`src/wcrc_pkg.sv`:
```
package wcrc_pkg;

    // timebase
    localparam longint WCRC_CLK_HZ = 25_000_000;
    localparam longint WCRC_T_WAKE_A_MS = 1000;
    localparam longint WCRC_T_WAKE_B_MS = 10000;
    localparam longint WCRC_T_WAKE_C_MS = 100000;
    localparam longint WCRC_CYC_WAKE_A = WCRC_CLK_HZ * WCRC_T_WAKE_A_MS / 1000;
    localparam longint WCRC_CYC_WAKE_B = WCRC_CLK_HZ * WCRC_T_WAKE_B_MS / 1000;
    localparam longint WCRC_CYC_WAKE_C = WCRC_CLK_HZ * WCRC_T_WAKE_C_MS / 1000;

    // retransmission intervals, counted in timer wake-ups
    localparam logic [7:0] WCRC_RETX_EVERY = 8'h01;
    localparam logic [7:0] WCRC_RETX_A_LO = 8'h07;
    localparam logic [7:0] WCRC_RETX_A_HI = 8'h0e;
    localparam logic [7:0] WCRC_RETX_B_LO = 8'h46;
    localparam logic [7:0] WCRC_RETX_B_HI = 8'h8c;
    localparam logic [7:0] WCRC_RETX_CNT_RST = 8'h01;

    // random source
    localparam logic [15:0] WCRC_LFSR_SEED = 16'hace1;
    localparam logic [15:0] WCRC_LFSR_TAPS = 16'hb400;

    // register indices
    localparam logic [3:0] WCRC_REG_CTRL = 4'h0;
    localparam logic [3:0] WCRC_REG_STATUS = 4'h1;
    localparam logic [3:0] WCRC_REG_MASK = 4'h2;
    localparam logic [3:0] WCRC_REG_STATE = 4'h3;

    // ctrl fields
    localparam int WCRC_CTRL_OCC_PROFILE = 0;
    localparam logic [31:0] WCRC_CTRL_RST = 32'h0000_0001;

    // status / mask fields
    localparam int WCRC_EV_W = 4;
    localparam int WCRC_EV_TIMER = 0;
    localparam int WCRC_EV_PIN = 1;
    localparam int WCRC_EV_RETX = 2;
    localparam int WCRC_EV_SHDN = 3;
    localparam logic [3:0] WCRC_MASK_RST = 4'h0;

    // state readout fields
    localparam int WCRC_ST_CNT = 0;
    localparam int WCRC_ST_WP = 8;
    localparam int WCRC_ST_RM = 10;
    localparam int WCRC_ST_PWR = 12;

    // strap codes {sel1, sel0}; open reads 1
    typedef enum logic [1:0] {
        WCRC_WP_NONE = 2'b00,
        WCRC_WP_1S = 2'b01,
        WCRC_WP_10S = 2'b10,
        WCRC_WP_100S = 2'b11
    } wcrc_wp_t;

    typedef enum logic [1:0] {
        WCRC_RM_NONE = 2'b00,
        WCRC_RM_EVERY = 2'b10,
        WCRC_RM_RAND_A = 2'b11,
        WCRC_RM_RAND_B = 2'b01
    } wcrc_rm_t;

    typedef enum logic [1:0] {
        WCRC_PWR_OFF = 2'b01,
        WCRC_PWR_ON = 2'b10
    } wcrc_pwr_t;

endpackage

```
`src/wcrc_rand.sv`:
```
`timescale 1ns/10ps
`default_nettype none

module wcrc_rand
    import wcrc_pkg::*;
(
    input wire logic ref_clk,
    input wire logic rst_n,
    input wire logic [7:0] lo,
    input wire logic [7:0] hi,
    output logic [7:0] value
);

    logic [15:0] lfsr;
    logic [8:0] span;
    logic [24:0] scaled;

    // free-running, so the draw depends on when the reload happens
    always_ff @(posedge ref_clk or negedge rst_n)
    begin
        if (!rst_n)
            lfsr <= WCRC_LFSR_SEED;
        else
            lfsr <= lfsr[0] ? ((lfsr >> 1) ^ WCRC_LFSR_TAPS) : (lfsr >> 1);
    end

    // scale onto [lo, hi] inclusive; lfsr stays below 0x10000, so the floor reaches hi but never passes it
    assign span = {1'b0, hi} - {1'b0, lo} + 9'd1;
    assign scaled = {9'h000, lfsr} * {16'h0000, span};
    assign value = lo + scaled[23:16];

endmodule // wcrc_rand

`default_nettype wire

```
`src/wcrc_top.sv`:
```
// Summary of operation
// - supply above turn-on enables always-on domain
// - supply at/below turn-off starts shutdown
// - straps resampled at every wake-up
// - wake straps pick 1, 10, 100 s
// - both wake straps grounded: no cyclic wake
// - retransmit counter decrements per timer wake
// - counter at zero sends retransmission
// - rate code every: retransmit each timer wake
// - both open: random 7 to 14 wakes
// - rate code B: random 70 to 140
// - both rate straps grounded: never retransmit
// - teach-in pin wake-up always sends telegram
// - reload counter randomly after each transmission
// - teach-in pin falling edge sends teach-in
// - occupancy pin change wakes, sends if profiled
//
// The implementer's own choices: the plain strobed port and the placing of the registers.
`timescale 1ns/10ps
`default_nettype none

module wcrc_top
    import wcrc_pkg::*;
#(
    parameter logic [31:0] CYC_WAKE_A = WCRC_CYC_WAKE_A[31:0],
    parameter logic [31:0] CYC_WAKE_B = WCRC_CYC_WAKE_B[31:0],
    parameter logic [31:0] CYC_WAKE_C = WCRC_CYC_WAKE_C[31:0]
)
(
    input wire logic ref_clk,
    input wire logic rst_n,
    input wire logic supply_above_on,
    input wire logic supply_at_or_below_off,
    input wire logic wake_period_sel0,
    input wire logic wake_period_sel1,
    input wire logic retx_rate_sel0,
    input wire logic retx_rate_sel1,
    input wire logic teach_in_wake_pin,
    input wire logic occupancy_wake_pin,
    input wire logic [3:0] addr,
    input wire logic [31:0] wr_data,
    input wire logic wr_en,
    input wire logic rd_en,
    output logic [31:0] rd_data,
    output logic always_on_supply_en,
    output logic watchdog_en,
    output logic wake_pin_en,
    output logic shutdown_start,
    output logic telegram_tx,
    output logic retx_tx,
    output logic teach_in_tx,
    output logic occupancy_tx,
    output logic irq
);

    function automatic logic [31:0] period_of(input wcrc_wp_t m);
        unique case (m)
            WCRC_WP_1S: period_of = CYC_WAKE_A;
            WCRC_WP_10S: period_of = CYC_WAKE_B;
            WCRC_WP_100S: period_of = CYC_WAKE_C;
            WCRC_WP_NONE: period_of = 32'h0000_0000;
        endcase
    endfunction

    ////////////////////////////////////////////////////////////////////////////////
    // power state

    wcrc_pwr_t pwr;
    wcrc_pwr_t next_pwr;
    logic powered;
    logic shdn_ev;

    assign powered = (pwr == WCRC_PWR_ON);
    assign shdn_ev = powered && supply_at_or_below_off;

    always_comb
    begin
        next_pwr = pwr;
        unique case (pwr)
            WCRC_PWR_OFF: if (supply_above_on && !supply_at_or_below_off) next_pwr = WCRC_PWR_ON;
            WCRC_PWR_ON: if (supply_at_or_below_off) next_pwr = WCRC_PWR_OFF;
            default: next_pwr = WCRC_PWR_OFF;
        endcase
    end

    always_ff @(posedge ref_clk or negedge rst_n)
    begin
        if (!rst_n)
            pwr <= WCRC_PWR_OFF;
        else
            pwr <= next_pwr;
    end

    ////////////////////////////////////////////////////////////////////////////////
    // wake sources

    logic teach_q;
    logic occ_q;
    logic straps_ok;
    logic primed;
    wcrc_wp_t wp_mode;
    wcrc_rm_t rm_mode;
    logic [31:0] tcnt;
    logic [31:0] period;
    logic timer_wake;
    logic teach_wake;
    logic occ_wake;
    logic pin_wake;
    logic wake_any;

    assign period = period_of(wp_mode);
    // no edge counts while the pin circuitry is unpowered
    assign teach_wake = powered && teach_q && !teach_in_wake_pin;
    assign occ_wake = powered && (occ_q != occupancy_wake_pin);
    assign pin_wake = teach_wake || occ_wake;
    assign timer_wake = powered && (wp_mode != WCRC_WP_NONE) && (tcnt >= period - 32'd1);
    assign wake_any = timer_wake || pin_wake;

    always_ff @(posedge ref_clk or negedge rst_n)
    begin
        if (!rst_n)
        begin
            teach_q <= 1'b1;
            occ_q <= 1'b1;
            tcnt <= 32'h0000_0000;
        end
        else
        begin
            teach_q <= teach_in_wake_pin;
            occ_q <= occupancy_wake_pin;
            if (!powered || wp_mode == WCRC_WP_NONE || timer_wake)
                tcnt <= 32'h0000_0000;
            else
                tcnt <= tcnt + 32'd1;
        end
    end

    // open straps pull up to 1; first capture lands one cycle after reset release
    always_ff @(posedge ref_clk or negedge rst_n)
    begin
        if (!rst_n)
        begin
            straps_ok <= 1'b0;
            wp_mode <= WCRC_WP_NONE;
            rm_mode <= WCRC_RM_NONE;
        end
        else if (!straps_ok || wake_any)
        begin
            straps_ok <= 1'b1;
            wp_mode <= wcrc_wp_t'({wake_period_sel1, wake_period_sel0});
            rm_mode <= wcrc_rm_t'({retx_rate_sel1, retx_rate_sel0});
        end
    end

    ////////////////////////////////////////////////////////////////////////////////
    // retransmission counter

    logic [7:0] cnt;
    logic [7:0] cnt_dec;
    logic [7:0] rnd_lo;
    logic [7:0] rnd_hi;
    logic [7:0] reload;
    logic retx_fire;
    logic occ_send;
    logic tx_any;
    logic [31:0] ctrl;

    assign rnd_lo = (rm_mode == WCRC_RM_RAND_B) ? WCRC_RETX_B_LO :
                    (rm_mode == WCRC_RM_RAND_A) ? WCRC_RETX_A_LO : WCRC_RETX_EVERY;
    assign rnd_hi = (rm_mode == WCRC_RM_RAND_B) ? WCRC_RETX_B_HI :
                    (rm_mode == WCRC_RM_RAND_A) ? WCRC_RETX_A_HI : WCRC_RETX_EVERY;

    wcrc_rand u_rand
    (
        .ref_clk(ref_clk),
        .rst_n(rst_n),
        .lo(rnd_lo),
        .hi(rnd_hi),
        .value(reload)
    );

    // a zero count is treated as one so a stale value never wraps
    assign cnt_dec = (cnt <= 8'd1) ? 8'h00 : cnt - 8'd1;
    // every-wake mode fires regardless of a count left over from a random mode
    assign retx_fire = timer_wake && (rm_mode != WCRC_RM_NONE)
                       && (cnt_dec == 8'h00 || rm_mode == WCRC_RM_EVERY);
    assign occ_send = occ_wake && ctrl[WCRC_CTRL_OCC_PROFILE];
    assign tx_any = retx_fire || teach_wake || occ_send;

    always_ff @(posedge ref_clk or negedge rst_n)
    begin
        if (!rst_n)
        begin
            cnt <= WCRC_RETX_CNT_RST;
            primed <= 1'b0;
        end
        else if (straps_ok && (!primed || (tx_any && rm_mode != WCRC_RM_NONE)))
        begin
            primed <= 1'b1;
            cnt <= reload;
        end
        else if (timer_wake && rm_mode != WCRC_RM_NONE)
            cnt <= cnt_dec;
    end

    ////////////////////////////////////////////////////////////////////////////////
    // event outputs

    always_ff @(posedge ref_clk or negedge rst_n)
    begin
        if (!rst_n)
        begin
            always_on_supply_en <= 1'b0;
            watchdog_en <= 1'b0;
            wake_pin_en <= 1'b0;
            shutdown_start <= 1'b0;
            telegram_tx <= 1'b0;
            retx_tx <= 1'b0;
            teach_in_tx <= 1'b0;
            occupancy_tx <= 1'b0;
        end
        else
        begin
            always_on_supply_en <= (next_pwr == WCRC_PWR_ON);
            watchdog_en <= (next_pwr == WCRC_PWR_ON);
            wake_pin_en <= (next_pwr == WCRC_PWR_ON);
            shutdown_start <= shdn_ev;
            telegram_tx <= teach_wake || occ_send || retx_fire;
            retx_tx <= retx_fire;
            teach_in_tx <= teach_wake;
            occupancy_tx <= occ_send;
        end
    end

    ////////////////////////////////////////////////////////////////////////////////
    // register port and interrupt

    logic [WCRC_EV_W-1:0] status;
    logic [WCRC_EV_W-1:0] mask;
    logic [WCRC_EV_W-1:0] ev;
    logic [WCRC_EV_W-1:0] next_status;
    logic [31:0] rd_mux;
    logic wr_ctrl;
    logic wr_status;
    logic wr_mask;

    assign ev[WCRC_EV_TIMER] = timer_wake;
    assign ev[WCRC_EV_PIN] = pin_wake;
    assign ev[WCRC_EV_RETX] = retx_fire;
    assign ev[WCRC_EV_SHDN] = shdn_ev;
    assign wr_ctrl = wr_en && (addr == WCRC_REG_CTRL);
    assign wr_status = wr_en && (addr == WCRC_REG_STATUS);
    assign wr_mask = wr_en && (addr == WCRC_REG_MASK);
    // a new event beats a write-one-to-clear in the same cycle
    assign next_status = (status & ~(wr_status ? wr_data[WCRC_EV_W-1:0] : 4'h0)) | ev;
    assign rd_mux = (addr == WCRC_REG_CTRL) ? ctrl :
                    (addr == WCRC_REG_STATUS) ? {28'h000_0000, status} :
                    (addr == WCRC_REG_MASK) ? {28'h000_0000, mask} :
                    (addr == WCRC_REG_STATE) ? {19'h0_0000, powered, rm_mode, wp_mode, cnt} :
                    32'h0000_0000;

    always_ff @(posedge ref_clk or negedge rst_n)
    begin
        if (!rst_n)
        begin
            ctrl <= WCRC_CTRL_RST;
            status <= WCRC_MASK_RST;
            mask <= WCRC_MASK_RST;
            rd_data <= 32'h0000_0000;
            irq <= 1'b0;
        end
        else
        begin
            if (wr_ctrl)
                ctrl <= {31'h0000_0000, wr_data[WCRC_CTRL_OCC_PROFILE]};
            if (wr_mask)
                mask <= wr_data[WCRC_EV_W-1:0];
            status <= next_status;
            rd_data <= rd_en ? rd_mux : 32'h0000_0000;
            irq <= |(next_status & (wr_mask ? wr_data[WCRC_EV_W-1:0] : mask));
        end
    end

    ////////////////////////////////////////////////////////////////////////////////
    // checks

    property p_power_on;
        @(posedge ref_clk) disable iff (!rst_n)
        !powered && supply_above_on && !supply_at_or_below_off
        |=> always_on_supply_en && watchdog_en && wake_pin_en;
    endproperty
    a_power_on: assert property (p_power_on) else $error("enables missing after turn-on");

    property p_shutdown;
        @(posedge ref_clk) disable iff (!rst_n)
        powered && supply_at_or_below_off |=> shutdown_start && !always_on_supply_en;
    endproperty
    a_shutdown: assert property (p_shutdown) else $error("no shutdown at turn-off");

    property p_resample;
        @(posedge ref_clk) disable iff (!rst_n)
        straps_ok && wake_any
        |=> wp_mode == $past({wake_period_sel1, wake_period_sel0})
            && rm_mode == $past({retx_rate_sel1, retx_rate_sel0});
    endproperty
    a_resample: assert property (p_resample) else $error("straps not resampled");

    property p_period;
        @(posedge ref_clk) disable iff (!rst_n)
        timer_wake |-> (wp_mode == WCRC_WP_1S && period == CYC_WAKE_A)
            || (wp_mode == WCRC_WP_10S && period == CYC_WAKE_B)
            || (wp_mode == WCRC_WP_100S && period == CYC_WAKE_C);
    endproperty
    a_period: assert property (p_period) else $error("wrong wake period");

    property p_no_cyclic;
        @(posedge ref_clk) disable iff (!rst_n)
        wp_mode == WCRC_WP_NONE |-> !timer_wake && tcnt == 32'h0000_0000;
    endproperty
    a_no_cyclic: assert property (p_no_cyclic) else $error("cyclic wake with none");

    property p_dec;
        @(posedge ref_clk) disable iff (!rst_n)
        primed && timer_wake && rm_mode != WCRC_RM_NONE && !tx_any && cnt > 8'd1
        |=> cnt == $past(cnt) - 8'd1;
    endproperty
    a_dec: assert property (p_dec) else $error("counter not decremented");

    property p_every;
        @(posedge ref_clk) disable iff (!rst_n)
        primed && timer_wake && rm_mode == WCRC_RM_EVERY |=> retx_tx && telegram_tx;
    endproperty
    a_every: assert property (p_every) else $error("missed per-wake retransmit");

    property p_never;
        @(posedge ref_clk) disable iff (!rst_n)
        rm_mode == WCRC_RM_NONE |=> !retx_tx;
    endproperty
    a_never: assert property (p_never) else $error("retransmit while disabled");

    property p_range;
        @(posedge ref_clk) disable iff (!rst_n)
        straps_ok && tx_any && rm_mode != WCRC_RM_NONE
        |=> cnt >= $past(rnd_lo) && cnt <= $past(rnd_hi);
    endproperty
    a_range: assert property (p_range) else $error("reload out of interval");

    property p_teach;
        @(posedge ref_clk) disable iff (!rst_n)
        powered && teach_q && !teach_in_wake_pin |=> teach_in_tx && telegram_tx;
    endproperty
    a_teach: assert property (p_teach) else $error("teach-in edge lost");

    property p_occ;
        @(posedge ref_clk) disable iff (!rst_n)
        powered && occ_q != occupancy_wake_pin && ctrl[WCRC_CTRL_OCC_PROFILE]
        |=> occupancy_tx && telegram_tx;
    endproperty
    a_occ: assert property (p_occ) else $error("occupancy change lost");

    c_retx_a: cover property (@(posedge ref_clk) disable iff (!rst_n)
        rm_mode == WCRC_RM_RAND_A && retx_fire);
    c_teach: cover property (@(posedge ref_clk) disable iff (!rst_n) teach_in_tx);
    c_shdn: cover property (@(posedge ref_clk) disable iff (!rst_n) shutdown_start ##1 irq);

endmodule // wcrc_top

`default_nettype wire

```
`config.mk`:
```
export PLATFORM = sky130hd
export DESIGN_NAME = wcrc_top
export DESIGN_NICKNAME = d
export VERILOG_FILES = /design/src/wcrc_pkg.sv /design/src/wcrc_rand.sv /design/src/wcrc_top.sv
export SDC_FILE = /design/constraint.sdc
export NUM_CORES = 1
export LEC_CHECK = 0
export BUFFER_PORTS_ARGS = -buffer_cell sky130_fd_sc_hd__buf_2
export CORE_UTILIZATION = 40
export CTS_BUF_LIST = sky130_fd_sc_hd__clkbuf_4
export DETAILED_ROUTE_END_ITERATION = 12
export GPL_TIMING_DRIVEN = 0
export PLACE_DENSITY = 0.62
export SETUP_SLACK_MARGIN = 0.5
export SYNTH_ARGS = -nofsm -noshare
export SYNTH_HDL_FRONTEND = slang
export SYNTH_SLANG_ARGS = --single-unit
```
`constraint.sdc`:
```
create_clock -name ref_clk -period 9.79 [get_ports ref_clk]
set_clock_uncertainty 0.15 [all_clocks]
set_input_delay 1.958 -clock ref_clk [delete_from_list [all_inputs] [get_ports ref_clk]]
set_output_delay 1.958 -clock ref_clk [all_outputs]
set_load 0.01 [all_outputs]
```
==> results of run 1 <==
-- worst max-delay path, cell delays in order, from the launching register on --
cell and delay (ns):
dfrtp_1 0.46, nor2b_1 0.13, buf_4 0.17, clkbuf_1 0.45, nand2_1 0.25, fa_1 0.59
inv_1 0.06, fa_1 0.47, fa_1 0.49, inv_1 0.05, fa_1 0.53, inv_1 0.04
ha_1 0.30, nand4_1 0.20, a21oi_1 0.11, or3_1 0.41, o21ai_2 0.26, nor3b_2 0.33
nor2_1 0.09, xor2_1 0.15, ha_1 0.23, o31a_1 0.31, o2111ai_1 0.23, xor3_1 0.34
mux2i_1 0.16
-- final timing paths --
check / endpoint / slack [ns] / start
setup / recovery: cnt[6]$_DFFE_PN0P_ / 2.73 / rm_mode[1]$_DFFE_PN0P_
hold / removal: u_rand.lfsr[15]$_DFF_PN1_ / 0.23 / u_rand.lfsr[0]$_DFF_PN1_
setup reg to reg: cnt[6]$_DFFE_PN0P_ / 2.73 / rm_mode[1]$_DFFE_PN0P_
hold reg to reg: u_rand.lfsr[15]$_DFF_PN1_ / 0.23 / u_rand.lfsr[0]$_DFF_PN1_
max in group asynchronous: cnt[0]$_DFFE_PN1P_ / 7.50 / rst_n
min in group asynchronous: u_rand.lfsr[3]$_DFF_PN0_ / 1.27 / rst_n
-- power by group --
| part | switching [mW] | internal, mW |
|---|---|---|
| Sequential | 0.0393 | 0.437 |
| Combinational | 0.462 | 0.349 |
| Clock | 0.146 | 0.112 |
-- cells by family (layout without fill, tap and decap cells) --
family	Yosys count	in the layout
compound gates	95	95
flops	95	95
simple gates	278	278
other cells	2	84
xor+xnor	51	51
mux	12	12
fa+ha+maj	173	173
buf+inv	186	243
-- cell type report --
type	count	area [um2]	area share
diodes	1	2.50	0.000255
well taps	275	344	0.0351
clock inverters	6	100	0.0102
flip-flops and latches	95	2390	0.244
repair buffers	41	230	0.0235
inverters	141	529	0.0540
clock buffers	10	75.1	0.00766
plain buffers	45	268	0.0273
multi-input cells	692	5860	0.598
-- cell usage after synthesis (4+ instances only) --
master	n	area, um2
nor2_1	61	229
and2_1	9	56.3
mux2_2	8	90.1
or3_1	7	43.8
o21ai_0	12	60.1
nor2b_1	7	43.8
dfrtp_1	82	2050
buf_4	24	180
nand2_1	86	323
nand4_1	11	68.8
clkbuf_1	19	71.3
mux2i_1	4	40.0
a21o_1	7	52.6
nor3_1	15	75.1
nor4_1	7	43.8
o21a_1	4	30.0
and3_1	25	156
nand2b_1	5	31.3
nand3_1	28	140
xor2_1	29	254
dfstp_2	13	342
xnor2_1	20	175
ha_1	75	938
inv_1	141	529
a21oi_1	35	175
fa_1	97	1940
-- state kept, by name (all words and copies together), names as in the netlist, 2 cells and up --
register,cells
pwr,2
wp_mode,2
cnt,8
mask,4
tcnt,32
rd_data,13
rm_mode,2
u_rand.lfsr,16
status,4
-- per-layer routing --
metal / vias up / wire (um)
met4: 0 / 174
met1: 3093 / 8050
met5: - / 0
li1: 3056 / -
met3: 11 / 480
met2: 70 / 8380
-- cells in the final DEF (no fill, tap or decap), types with 11 or more instances in the layout --
| master | count |
|---|---|
| nor3_1 | 15 |
| fa_1 | 97 |
| buf_4 | 25 |
| conb_1 | 83 |
| nor2_1 | 61 |
| clkbuf_1 | 19 |
| nand2_1 | 86 |
| a21oi_1 | 35 |
| xor2_1 | 29 |
| dfrtp_1 | 82 |
| xnor2_1 | 20 |
| inv_1 | 141 |
| ha_1 | 75 |
| dfstp_2 | 13 |
| nand4_1 | 11 |
| o21ai_0 | 12 |
| and3_1 | 25 |
| nand3_1 | 28 |
| buf_2 | 40 |
-- through the flow --
| step | utilization | hold WS, ns |
|---|---|---|
| 2_1_floorplan | - | 0.203 |
| 3_3_place_gp | 0.452 | 0.206 |
| 3_5_place_dp | 0.453 | 0.206 |
| 4_1_cts | 0.462 | 0.229 |
| 5_1_grt | 0.462 | 0.237 |
| 6_report | 0.462 | 0.230 |
==> parameters.txt, run 1 <==
Parameter                              Value

Synthesis
  Post-synthesis share of cell area spent on and, or, nand and nor gates ... 0.156
  Top FF cell, synth ... dfrtp_1
  Netlist area before placement ... 0.00874 mm2
  Multiplexer area fraction after synthesis ... 0.0149
  Synth Area in XOR/XNOR ... 0.0537
  Count of state elements after synthesis ... 95
  Dominant combinational cell family by area after synthesis ... adder cells
  Post-Syn Instances ... 892
  Portion of the post-synthesis area used by sequential elements ... 0.274
  Async set-or-reset flop fraction in the synthesized netlist ... 1.00
  Post-synthesis average cell area ... 9.80 um2
  Number of warnings issued by yosys ... 0
  Fraction of the mapped netlist area in adder cells ... 0.331
  Post-synth EDFFs ... 0
  Count of distinct cell types in the synthesized netlist ... 71
  Compound-Gate Fraction of Synth Area ... 0.0787

Clocking
  TritonCTS clock tree ... built
  Post-cts gate resize count ... 0
  Num CTS Buffers ... 9
  Number of sinks on the clock net ... 95
  Clock root buffer master ... clkbuf_4
  Buffers inserted during post-CTS setup optimization ... 0
  Number of buffers on the longest clock path ... 2
  H-tree levels ... 3
  Clk Latency, worst-skew pair ... 0.47 ns
  Hold buffer count at CTS ... 0
  Clock slew seen by the registers of the worst setup and hold paths ... 0.16 ns

Timing
  Aggregate negative setup slack ... 0 ns
  Unrepaired setup endpoints after global routing ... no
  Setup slack after layout ... 2.73 ns
  Max Freq ... 142 MHz
  Final critical-path required period ... 7.06 ns
  Hold Vio Cnt, Final ... 0
  Total count of max-transition violations in the final report ... 0
  Endpoints failing setup ... 0
  Rel. slew slack ... 0.344
  Ratio of final minimum period to clock period ... 0.721
  Worst Tran Pin Value ... 0.976 ns

Route
  Post-DR vias/cell ... 4.77
  Drt first-iter violations ... 258
  First-pass iteration count of the detailed router ... 5
  Antenna Violating Nets Remaining ... 0
  DRC violations left ... 0
  Routed vias ... 6230
  Wirelength, routed ... 17100 um
  Routed length per placed instance ... 13.1 um

GRT
  Most Crowded Layer GR ... met2
  Vias in the first global route ... 6259
  Met2 Resource Use GR ... 0.280
  Met3 capacity usage during global routing ... 0.0326
  First-pass GRT wire length ... 29600 um
  Pin count of the biggest net entering global routing ... 62
  Met1 demand-to-capacity share in global routing ... 0.227
  Total global routing overflow ... 0
  Overall Global Routing Usage ... 0.168
  Initial antenna violation count ... 1

Power
  Power consumption ... 1.55 mW
  P per Cell Area ... 158 mW/mm2
  Maximum VDD drop ... 0.102 mV
  Static leakage ... 5.14 nW

Min path
  Hold/Removal Path Class ... reg -> reg
  Depth of the worst hold-timing path ... 0

Place
  Final estimated routing congestion in global placement ... 0.774
  Worst setup timing slack at the placement stage ... 2.73 ns
  Cell area after placement ... 0.00962 mm2
  Cell total after placement ... 1289
  Input/output buffers ... 40
  Half-perimeter wire length after placement ... 14100 um

Setup path
  Element type at the critical path end ... register
  Max FO, Critical Path ... 10
  Worst EP arrival ... 7.31 ns
  Crit path kind ... reg -> reg
  Crit path launch type ... register
  Worst path required time ... 10.04 ns
  Worst reg-to-reg path cell count ... 24

Cells and area
  Final non-filler cell total ... 1306
  Fraction of layout instances using a drive strength above 1 ... 0.121
  Fill cell count ... 2081
  Area Overhead vs Synth ... 12.1%
  Final layout net count ... 1245
  Layout Cell Area excl Fill ... 0.00980 mm2

Floorplanning
  Core area ... 0.0212 mm2
  Initial cell density of the core ... 0.412
  Die span in y ... 150 um
  Number of cell rows ... 53
  Full die area ... 0.0225 mm2
  Die Wd ... 150 um
  # IOs ... 89

Job
  Count of max-cap constraint violations ... 0

Run status
  Status ... complete, no violations
No activity file was read; power rests on OpenSTA's default activity.
==> run 2: changes to the inputs <==
==> constraint.sdc (replaced) <==
create_clock -name ref_clk -period 7.27 [get_ports ref_clk]
set_clock_uncertainty 0.15 [all_clocks]
set_input_delay 1.454 -clock ref_clk [delete_from_list [all_inputs] [get_ports ref_clk]]
set_output_delay 1.454 -clock ref_clk [all_outputs]
set_load 0.01 [all_outputs]
==> parameters.txt, run 2 (synthesis results as in run 1) <==
Parameter                              Value

GRT
  Initial antenna violation count ... 1 (unchanged)
  Vias in the first global route ... 6263 (+0.064%)
  First-pass GRT wire length ... 29700 um (about the same)
  Met2 Resource Use GR ... 0.281 (+0.000926)
  Met3 capacity usage during global routing ... 0.0326 (unchanged)
  Overall Global Routing Usage ... 0.168 (+0.000199)
  Met1 demand-to-capacity share in global routing ... 0.227 (about the same)
  Most Crowded Layer GR ... met2
  Total global routing overflow ... 0 (unchanged)
  Pin count of the biggest net entering global routing ... 62 (unchanged)

Route
  First-pass iteration count of the detailed router ... 5 (unchanged)
  Antenna Violating Nets Remaining ... 0 (unchanged)
  DRC violations left ... 0 (unchanged)
  Routed vias ... 6256 (+0.42%)
  Wirelength, routed ... 17200 um (+0.67%)
  Post-DR vias/cell ... 4.78 (+0.11%)
  Routed length per placed instance ... 13.1 um (+0.36%)
  Drt first-iter violations ... 261 (+1.2%)

Cells and area
  Max reg flops ... 32 (unchanged)
  Area Overhead vs Synth ... 13.3%
  Layout Cell Area excl Fill ... 0.00990 mm2 (+1.1%)
  Storage cell area ... 0.00239 mm2 (about the same)
  Leading cell type in the layout, fill and taps excluded ... inv_1
  Fraction of layout instances using a drive strength above 1 ... 0.141 (+0.0198)
  Top library cells by usage in the layout, fill and taps aside ... inv_1 (141), fa_1 (97), conb_1 (83)
  Largest registers in the final layout ... tcnt x32, u_rand.lfsr x16, rd_data x13
  Total area of multi-input combinational cells ... 0.00591 mm2 (+0.92%)
  Reg with most FFs ... tcnt
  Fill cell count ... 2075 (-0.29%)
  Final layout net count ... 1249 (+0.32%)
  Final non-filler cell total ... 1310 (+0.31%)

Setup path
  Max FO, Critical Path ... 10 (unchanged)
  Worst EP arrival ... 6.70 ns (-0.61 ns)
  Element type at the critical path end ... register
  Crit path kind ... reg -> reg
  Critical path origin ... rm_mode[0]$_DFFE_PN0P_
  Worst path required time ... 7.52 ns (-2.52 ns)
  Reg-to-reg startpoint ... rm_mode[0]$_DFFE_PN0P_
  Crit path launch type ... register

Power
  P per Cell Area ... 216 mW/mm2 (+37%)
  Static leakage ... 5.19 nW (+1.1%)
  Maximum VDD drop ... 0.151 mV (+48%)

Place
  Cell area after placement ... 0.00962 mm2 (unchanged)
  Final estimated routing congestion in global placement ... 0.774 (unchanged)
  Half-perimeter wire length after placement ... 14100 um (unchanged)
  Cell total after placement ... 1289 (unchanged)
  Worst setup timing slack at the placement stage ... 0.210 ns (-2.52 ns)
  Input/output buffers ... 40 (unchanged)

Timing
  Hold WS ... 0.229 ns (-0.000772 ns)
  Hold Vio Cnt, Final ... 0 (unchanged)
  Endpoints failing setup ... 0 (unchanged)
  Setup slack after layout ... 0.817 ns (-1.91 ns)
  Rel. slew slack ... 0.341 (-0.00229)
  Ratio of final minimum period to clock period ... 0.888 (+0.166)
  Unrepaired setup endpoints after global routing ... no
  Aggregate negative setup slack ... 0 ns (unchanged)
  Worst Tran Pin Value ... 0.979 ns (+0.00341 ns)
  Total count of max-transition violations in the final report ... 0 (unchanged)
  Max Freq ... 155 MHz (+9.5%)
  Final critical-path required period ... 6.45 ns (-0.610 ns)

Floorplanning
  Die span in y ... 150 um (unchanged)
  Initial cell density of the core ... 0.412 (unchanged)
  Full die area ... 0.0225 mm2 (unchanged)
  Number of cell rows ... 53 (unchanged)
  Die Wd ... 150 um (unchanged)
  Core area ... 0.0212 mm2 (unchanged)
  # IOs ... 89 (unchanged)

Clocking
  Number of sinks on the clock net ... 95 (unchanged)
  Clock root buffer master ... clkbuf_4
  Number of buffers on the longest clock path ... 2 (unchanged)
  Num CTS Buffers ... 9 (unchanged)
  H-tree levels ... 3 (unchanged)
  Clock slew seen by the registers of the worst setup and hold paths ... 0.16 ns (about the same)
  Clk Latency, worst-skew pair ... 0.47 ns (about the same)
  TritonCTS clock tree ... built

Min path
  Hold/Removal Path Class ... reg -> reg
  Startpoint of the most critical hold path ... u_rand.lfsr[0]$_DFF_PN1_

Job
  Count of max-cap constraint violations ... 0 (unchanged)

Run status
  Status ... complete, no violations
-- run 2: cell types whose count changed in the layout (fill, tap and decap cells not counted), sizes merged --
cell / change
clkbuf: -2
buf: +6
-- run 2: timing repair --
item / 4_1_cts / 5_1_grt
endpoints found under the hold margin: 0 / 0
buffers inserted: 1 / 3
setup endpoints to repair: 4 / 4
hold buffers: 0 / 0
pin swaps: 2 / 3
resized for setup: 9 / 21
-- run 2: worst max-delay path: stages, from the launching register on --
cell and delay [ns]:
dfrtp_1 0.42, buf_6 0.15, clkbuf_2 0.19, clkbuf_4 0.24
and3_1 0.18, fa_1 0.46, fa_1 0.49, fa_1 0.55
inv_1 0.05, fa_1 0.53, inv_1 0.04, ha_1 0.30
nand4_1 0.21, a21oi_1 0.12, or3_4 0.41, or3_1 0.35
and2_2 0.22, nor2b_1 0.14, ha_1 0.19, o31a_1 0.33
o2111ai_2 0.20, xor3_1 0.33, mux2i_1 0.16
-- run 2: worst paths after layout --
check                           slack (ns)  cells past startpoint                   endpoint
max in group asynchronous             5.49                      2         cnt[0]$_DFFE_PN1P_
worst min-delay path                  0.23                      0  u_rand.lfsr[15]$_DFF_PN1_
worst max-delay path                  0.82                     22         cnt[6]$_DFFE_PN0P_
worst max register to register        0.82                     22         cnt[6]$_DFFE_PN0P_
worst min register to register        0.23                      0  u_rand.lfsr[15]$_DFF_PN1_
min in group asynchronous             0.77                      1   u_rand.lfsr[3]$_DFF_PN0_
-- run 2: power breakdown --
part | leakage, nW | switching (mW) | internal (mW)
sequential | 1.23 | 0.0531 | 0.588
combinational | 3.87 | 0.643 | 0.512
clock | 0.0954 | 0.196 | 0.151
total | 5.19 | 0.892 | 1.25
-- run 2: layout make-up --
| class | count | share of cell area |
|---|---|---|
| antenna | 1 | 0.000253 |
| buffer | 45 | 0.0291 |
| clock buffer | 10 | 0.00758 |
| clock inverter | 6 | 0.0101 |
| inverter | 141 | 0.0534 |
| multi-input combinational | 692 | 0.597 |
| sequential | 95 | 0.242 |
| tap | 275 | 0.0347 |
| timing repair buffer | 45 | 0.0263 |
-- run 2: stage by stage --
stage | utilization | power (mW)
2_1_floorplan | - | 1.51
3_3_place_gp | 0.452 | 1.72
3_5_place_dp | 0.453 | 1.74
4_1_cts | 0.463 | 2.11
5_1_grt | 0.467 | 2.36
6_report | 0.467 | 2.14
-- run 2: layer usage --
| layer | wire length, um | share of wire |
|---|---|---|
| met1 | 8060 | 0.47 |
| met2 | 8470 | 0.49 |
| met3 | 487 | 0.028 |
| met4 | 183 | 0.011 |
| met5 | 0 | 0 |
==> run 3: changes to the inputs <==
--- a/config.mk
+++ b/config.mk
@@ -5,7 +5,9 @@
 export SDC_FILE = /design/constraint.sdc
 export NUM_CORES = 1
 export LEC_CHECK = 0
+export ABC_AREA = 1
 export BUFFER_PORTS_ARGS = -buffer_cell sky130_fd_sc_hd__buf_2
+export CORE_ASPECT_RATIO = 2
 export CORE_UTILIZATION = 40
 export CTS_BUF_LIST = sky130_fd_sc_hd__clkbuf_4
 export DETAILED_ROUTE_END_ITERATION = 12
==> parameters.txt, run 3 <==
Parameter                              Value

Cells and area
  Total area of multi-input combinational cells ... 0.00597 mm2 (+1.1%)
  Final layout net count ... 1479 (+18%)
  Layout Cell Area excl Fill ... 0.0103 mm2 (+4.0%)
  Fraction of layout instances using a drive strength above 1 ... 0.113 (-0.0281)
  Largest registers in the final layout ... tcnt x32, u_rand.lfsr x16, rd_data x13
  Area Overhead vs Synth ... 11.4%
  Fill cell count ... 2291 (+10%)
  Top library cells by usage in the layout, fill and taps aside ... inv_1 (249), nand2_1 (200), nor2_1 (111)
  Reg with most FFs ... tcnt
  Storage cell area ... 0.00239 mm2 (about the same)
  Leading cell type in the layout, fill and taps excluded ... inv_1
  Max reg flops ... 32 (unchanged)

Floorplanning
  Die Wd ... 109 um (-27%)
  Full die area ... 0.0238 mm2 (+5.8%)
  # IOs ... 89 (unchanged)
  Core area ... 0.0226 mm2 (+6.7%)
  Number of cell rows ... 78 (+47%)
  Initial cell density of the core ... 0.408 (-0.00381)
  Die span in y ... 217 um (+45%)

Synthesis
  Synth area leaders ... dfrtp_1 (22%), fa_1 (21%), ha_1 (10%), inv_1 (10%), nand2_1 (8.1%)
  Top FF cell, synth ... dfrtp_1
  Count of state elements after synthesis ... 95 (unchanged)
  Post-Syn Instances ... 1125 (+26%)
  Async set-or-reset flop fraction in the synthesized netlist ... 1.00 (unchanged)
  Netlist area before placement ... 0.00924 mm2 (+5.7%)
  Number of warnings issued by yosys ... 0 (unchanged)
  Most used standard cells in the synthesized netlist ... inv_1 (249), nand2_1 (200), nor2_1 (115)
  Most area-hungry cell type in the Yosys netlist ... dfrtp_1
  Area share of the largest cell type after synthesis ... 0.222 (-0.0127)
  Post-synth EDFFs ... 0 (unchanged)
  Portion of the post-synthesis area used by sequential elements ... 0.259 (-0.0148)
  Count of distinct cell types in the synthesized netlist ... 49 (-31%)
  Post-synthesis average cell area ... 8.21 um2 (-16%)
  Cell with the most instances after synthesis ... inv_1

Run status
  Status ... complete, no violations

Timing
  Unrepaired setup endpoints after global routing ... no
  Hold Vio Cnt, Final ... 0 (unchanged)
  Hold WS ... 0.230 ns (+0.000725 ns)
  Rel. slew slack ... 0.548 (+0.207)
  Worst Tran Pin Value ... 0.673 ns (-0.306 ns)
  Endpoints failing setup ... 0 (unchanged)
  Final critical-path required period ... 6.19 ns (-0.266 ns)
  Total count of max-transition violations in the final report ... 0 (unchanged)
  Ratio of final minimum period to clock period ... 0.851 (-0.0365)
  Aggregate negative setup slack ... 0 ns (unchanged)
  Max Freq ... 162 MHz (+4.3%)

Power
  P per Cell Area ... 199 mW/mm2 (-8.2%)
  Maximum VDD drop ... 0.122 mV (-19%)
  Static leakage ... 5.51 nW (+6.1%)

Clocking
  Hold buffer count at CTS ... 0 (unchanged)
  Number of buffers on the longest clock path ... 2 (unchanged)
  Clk Latency, worst-skew pair ... 0.54 ns (+0.07 ns)
  TritonCTS clock tree ... built
  Number of sinks on the clock net ... 95 (unchanged)
  H-tree levels ... 3 (unchanged)
  Num CTS Buffers ... 9 (unchanged)
  Clock slew seen by the registers of the worst setup and hold paths ... 0.17 ns (about the same)
  Clock root buffer master ... clkbuf_4

Min path
  Hold/Removal Path Class ... reg -> reg
  Startpoint of the most critical hold path ... u_rand.lfsr[0]$_DFF_PN1_
  Depth of the worst hold-timing path ... 0 (unchanged)
  End point of the worst hold path ... u_rand.lfsr[15]$_DFF_PN1_

GRT
  Overall Global Routing Usage ... 0.198 (+0.0302)
  Pin count of the biggest net entering global routing ... 65 (+4.8%)
  Initial antenna violation count ... 3 (+2)
  Vias in the first global route ... 7800 (+25%)
  First-pass GRT wire length ... 35700 um (+20%)
  Total global routing overflow ... 0 (unchanged)

Setup path
  Element type at the critical path end ... register
  Critical path origin ... rm_mode[1]$_DFFE_PN0P_
  Capture point of the worst reg-to-reg path ... cnt[6]$_DFFE_PN0P_
  Reg-to-reg startpoint ... rm_mode[1]$_DFFE_PN0P_
  Worst reg-to-reg path cell count ... 36 (+64%)
  Crit path launch type ... register
  R2r setup slk ... 1.08 ns (+0.27 ns)
  Worst EP arrival ... 6.47 ns (-0.23 ns)
  Worst path required time ... 7.55 ns (+0.03 ns)
  Highest-delay cell along the critical path ... fa_1
  Crit-path max cell delay ... 0.54 ns (about the same)
  Max FO, Critical Path ... 10 (unchanged)
  Crit path kind ... reg -> reg
  Cell with the most instances on the worst path ... nand2_1

Route
  Routed vias ... 7246 (+16%)
  DRC violations left ... 0 (unchanged)
  Antenna Violating Nets Remaining ... 0 (unchanged)
  Wirelength, routed ... 21100 um (+23%)
  Routed length per placed instance ... 13.6 um (+3.9%)
  Post-DR vias/cell ... 4.69 (-1.9%)
  First-pass iteration count of the detailed router ... 4 (-1)
  Drt first-iter violations ... 292 (+12%)

Place
  Input/output buffers ... 41 (+2.5%)
  Cell area after placement ... 0.0101 mm2 (+5.3%)
  Final estimated routing congestion in global placement ... 0.895 (+16%)
  Half-perimeter wire length after placement ... 17800 um (+26%)

Job
  Count of max-cap constraint violations ... 0 (unchanged)
[run 3: cell types whose count changed after synthesis, sizes merged, moves of 10 or more]
cell / before / now
o21ai: 15 / 32
clkbuf: 19 / 6
nand2: 86 / 206
inv: 141 / 257
xnor2: 21 / 10
and3: 25 / 2
nor2: 61 / 124
and2: 10 / 0
nand3: 28 / 57
[run 3: final cells by class]
type,instances,area share
buffer,34,0.0216
clock inverter,7,0.00790
multi-input combinational,819,0.580
timing repair buffer,42,0.0228
inverter,258,0.0940
antenna,2,0.000486
sequential,95,0.232
tap,280,0.0340
clock buffer,9,0.00656
[run 3: timing repair]
item / CTS / global route
endpoints found under the setup margin: 0 / 6
resized for setup: 0 / 8
buffers inserted: 0 / 0
[run 3: kinds of logic after synthesis]
logic type,count (synthesis),share of synthesized area
AOI/OAI and AO/OA,87,0.0567
other,2,0.000813
buffers and inverters,292,0.128
xor gates and xnor gates,31,0.0294
adders and majority gates,172,0.312
and+or+nand+nor,446,0.214
DFF,95,0.259
[run 3: stage by stage]
stage	std cells	power, mW	util	setup WS [ns]
after floorplan	1206	1.49	-	1.86
after global placement	1527	1.72	0.446	0.754
after detailed placement	1528	1.74	0.447	0.688
after CTS	1544	2.07	0.454	0.667
after global routing	1546	2.27	0.455	0.547
final	1546	2.05	0.455	1.08
[run 3: critical path, delay by kind of cell, from the launching register on]
kind	cells	cell delay, ns
adders and majority gates	6	2.48
and+or+nand+nor	19	1.87
buffers and inverters	10	0.93
DFF	1	0.41
AOI/OAI and AO/OA	1	0.24
[run 3: how the worst max path moves through the flow]
stage,to,slack [ns],cells after the start
after floorplan,cnt[6]$_DFFE_PN0P_,1.86,30
after global placement,cnt[6]$_DFFE_PN0P_,0.75,28
after detailed placement,cnt[6]$_DFFE_PN0P_,0.69,28
after CTS,cnt[6]$_DFFE_PN0P_,0.67,28
after global routing,cnt[6]$_DFFE_PN0P_,0.55,36
final,cnt[6]$_DFFE_PN0P_,1.08,36
[run 3: power by group]
part / switching [mW] / internal (mW)
logic: 0.695 / 0.405
clock network: 0.231 / 0.0837
registers: 0.0458 / 0.587
total: 0.971 / 1.08
[run 3: layer usage]
metal,GRT usage,up-vias,part of all wire
li1,-,3624,-
met1,0.182,3463,0.35
met2,0.404,101,0.59
met3,0.0305,54,0.021
met4,0.0889,4,0.037
met5,0,-,0.0013
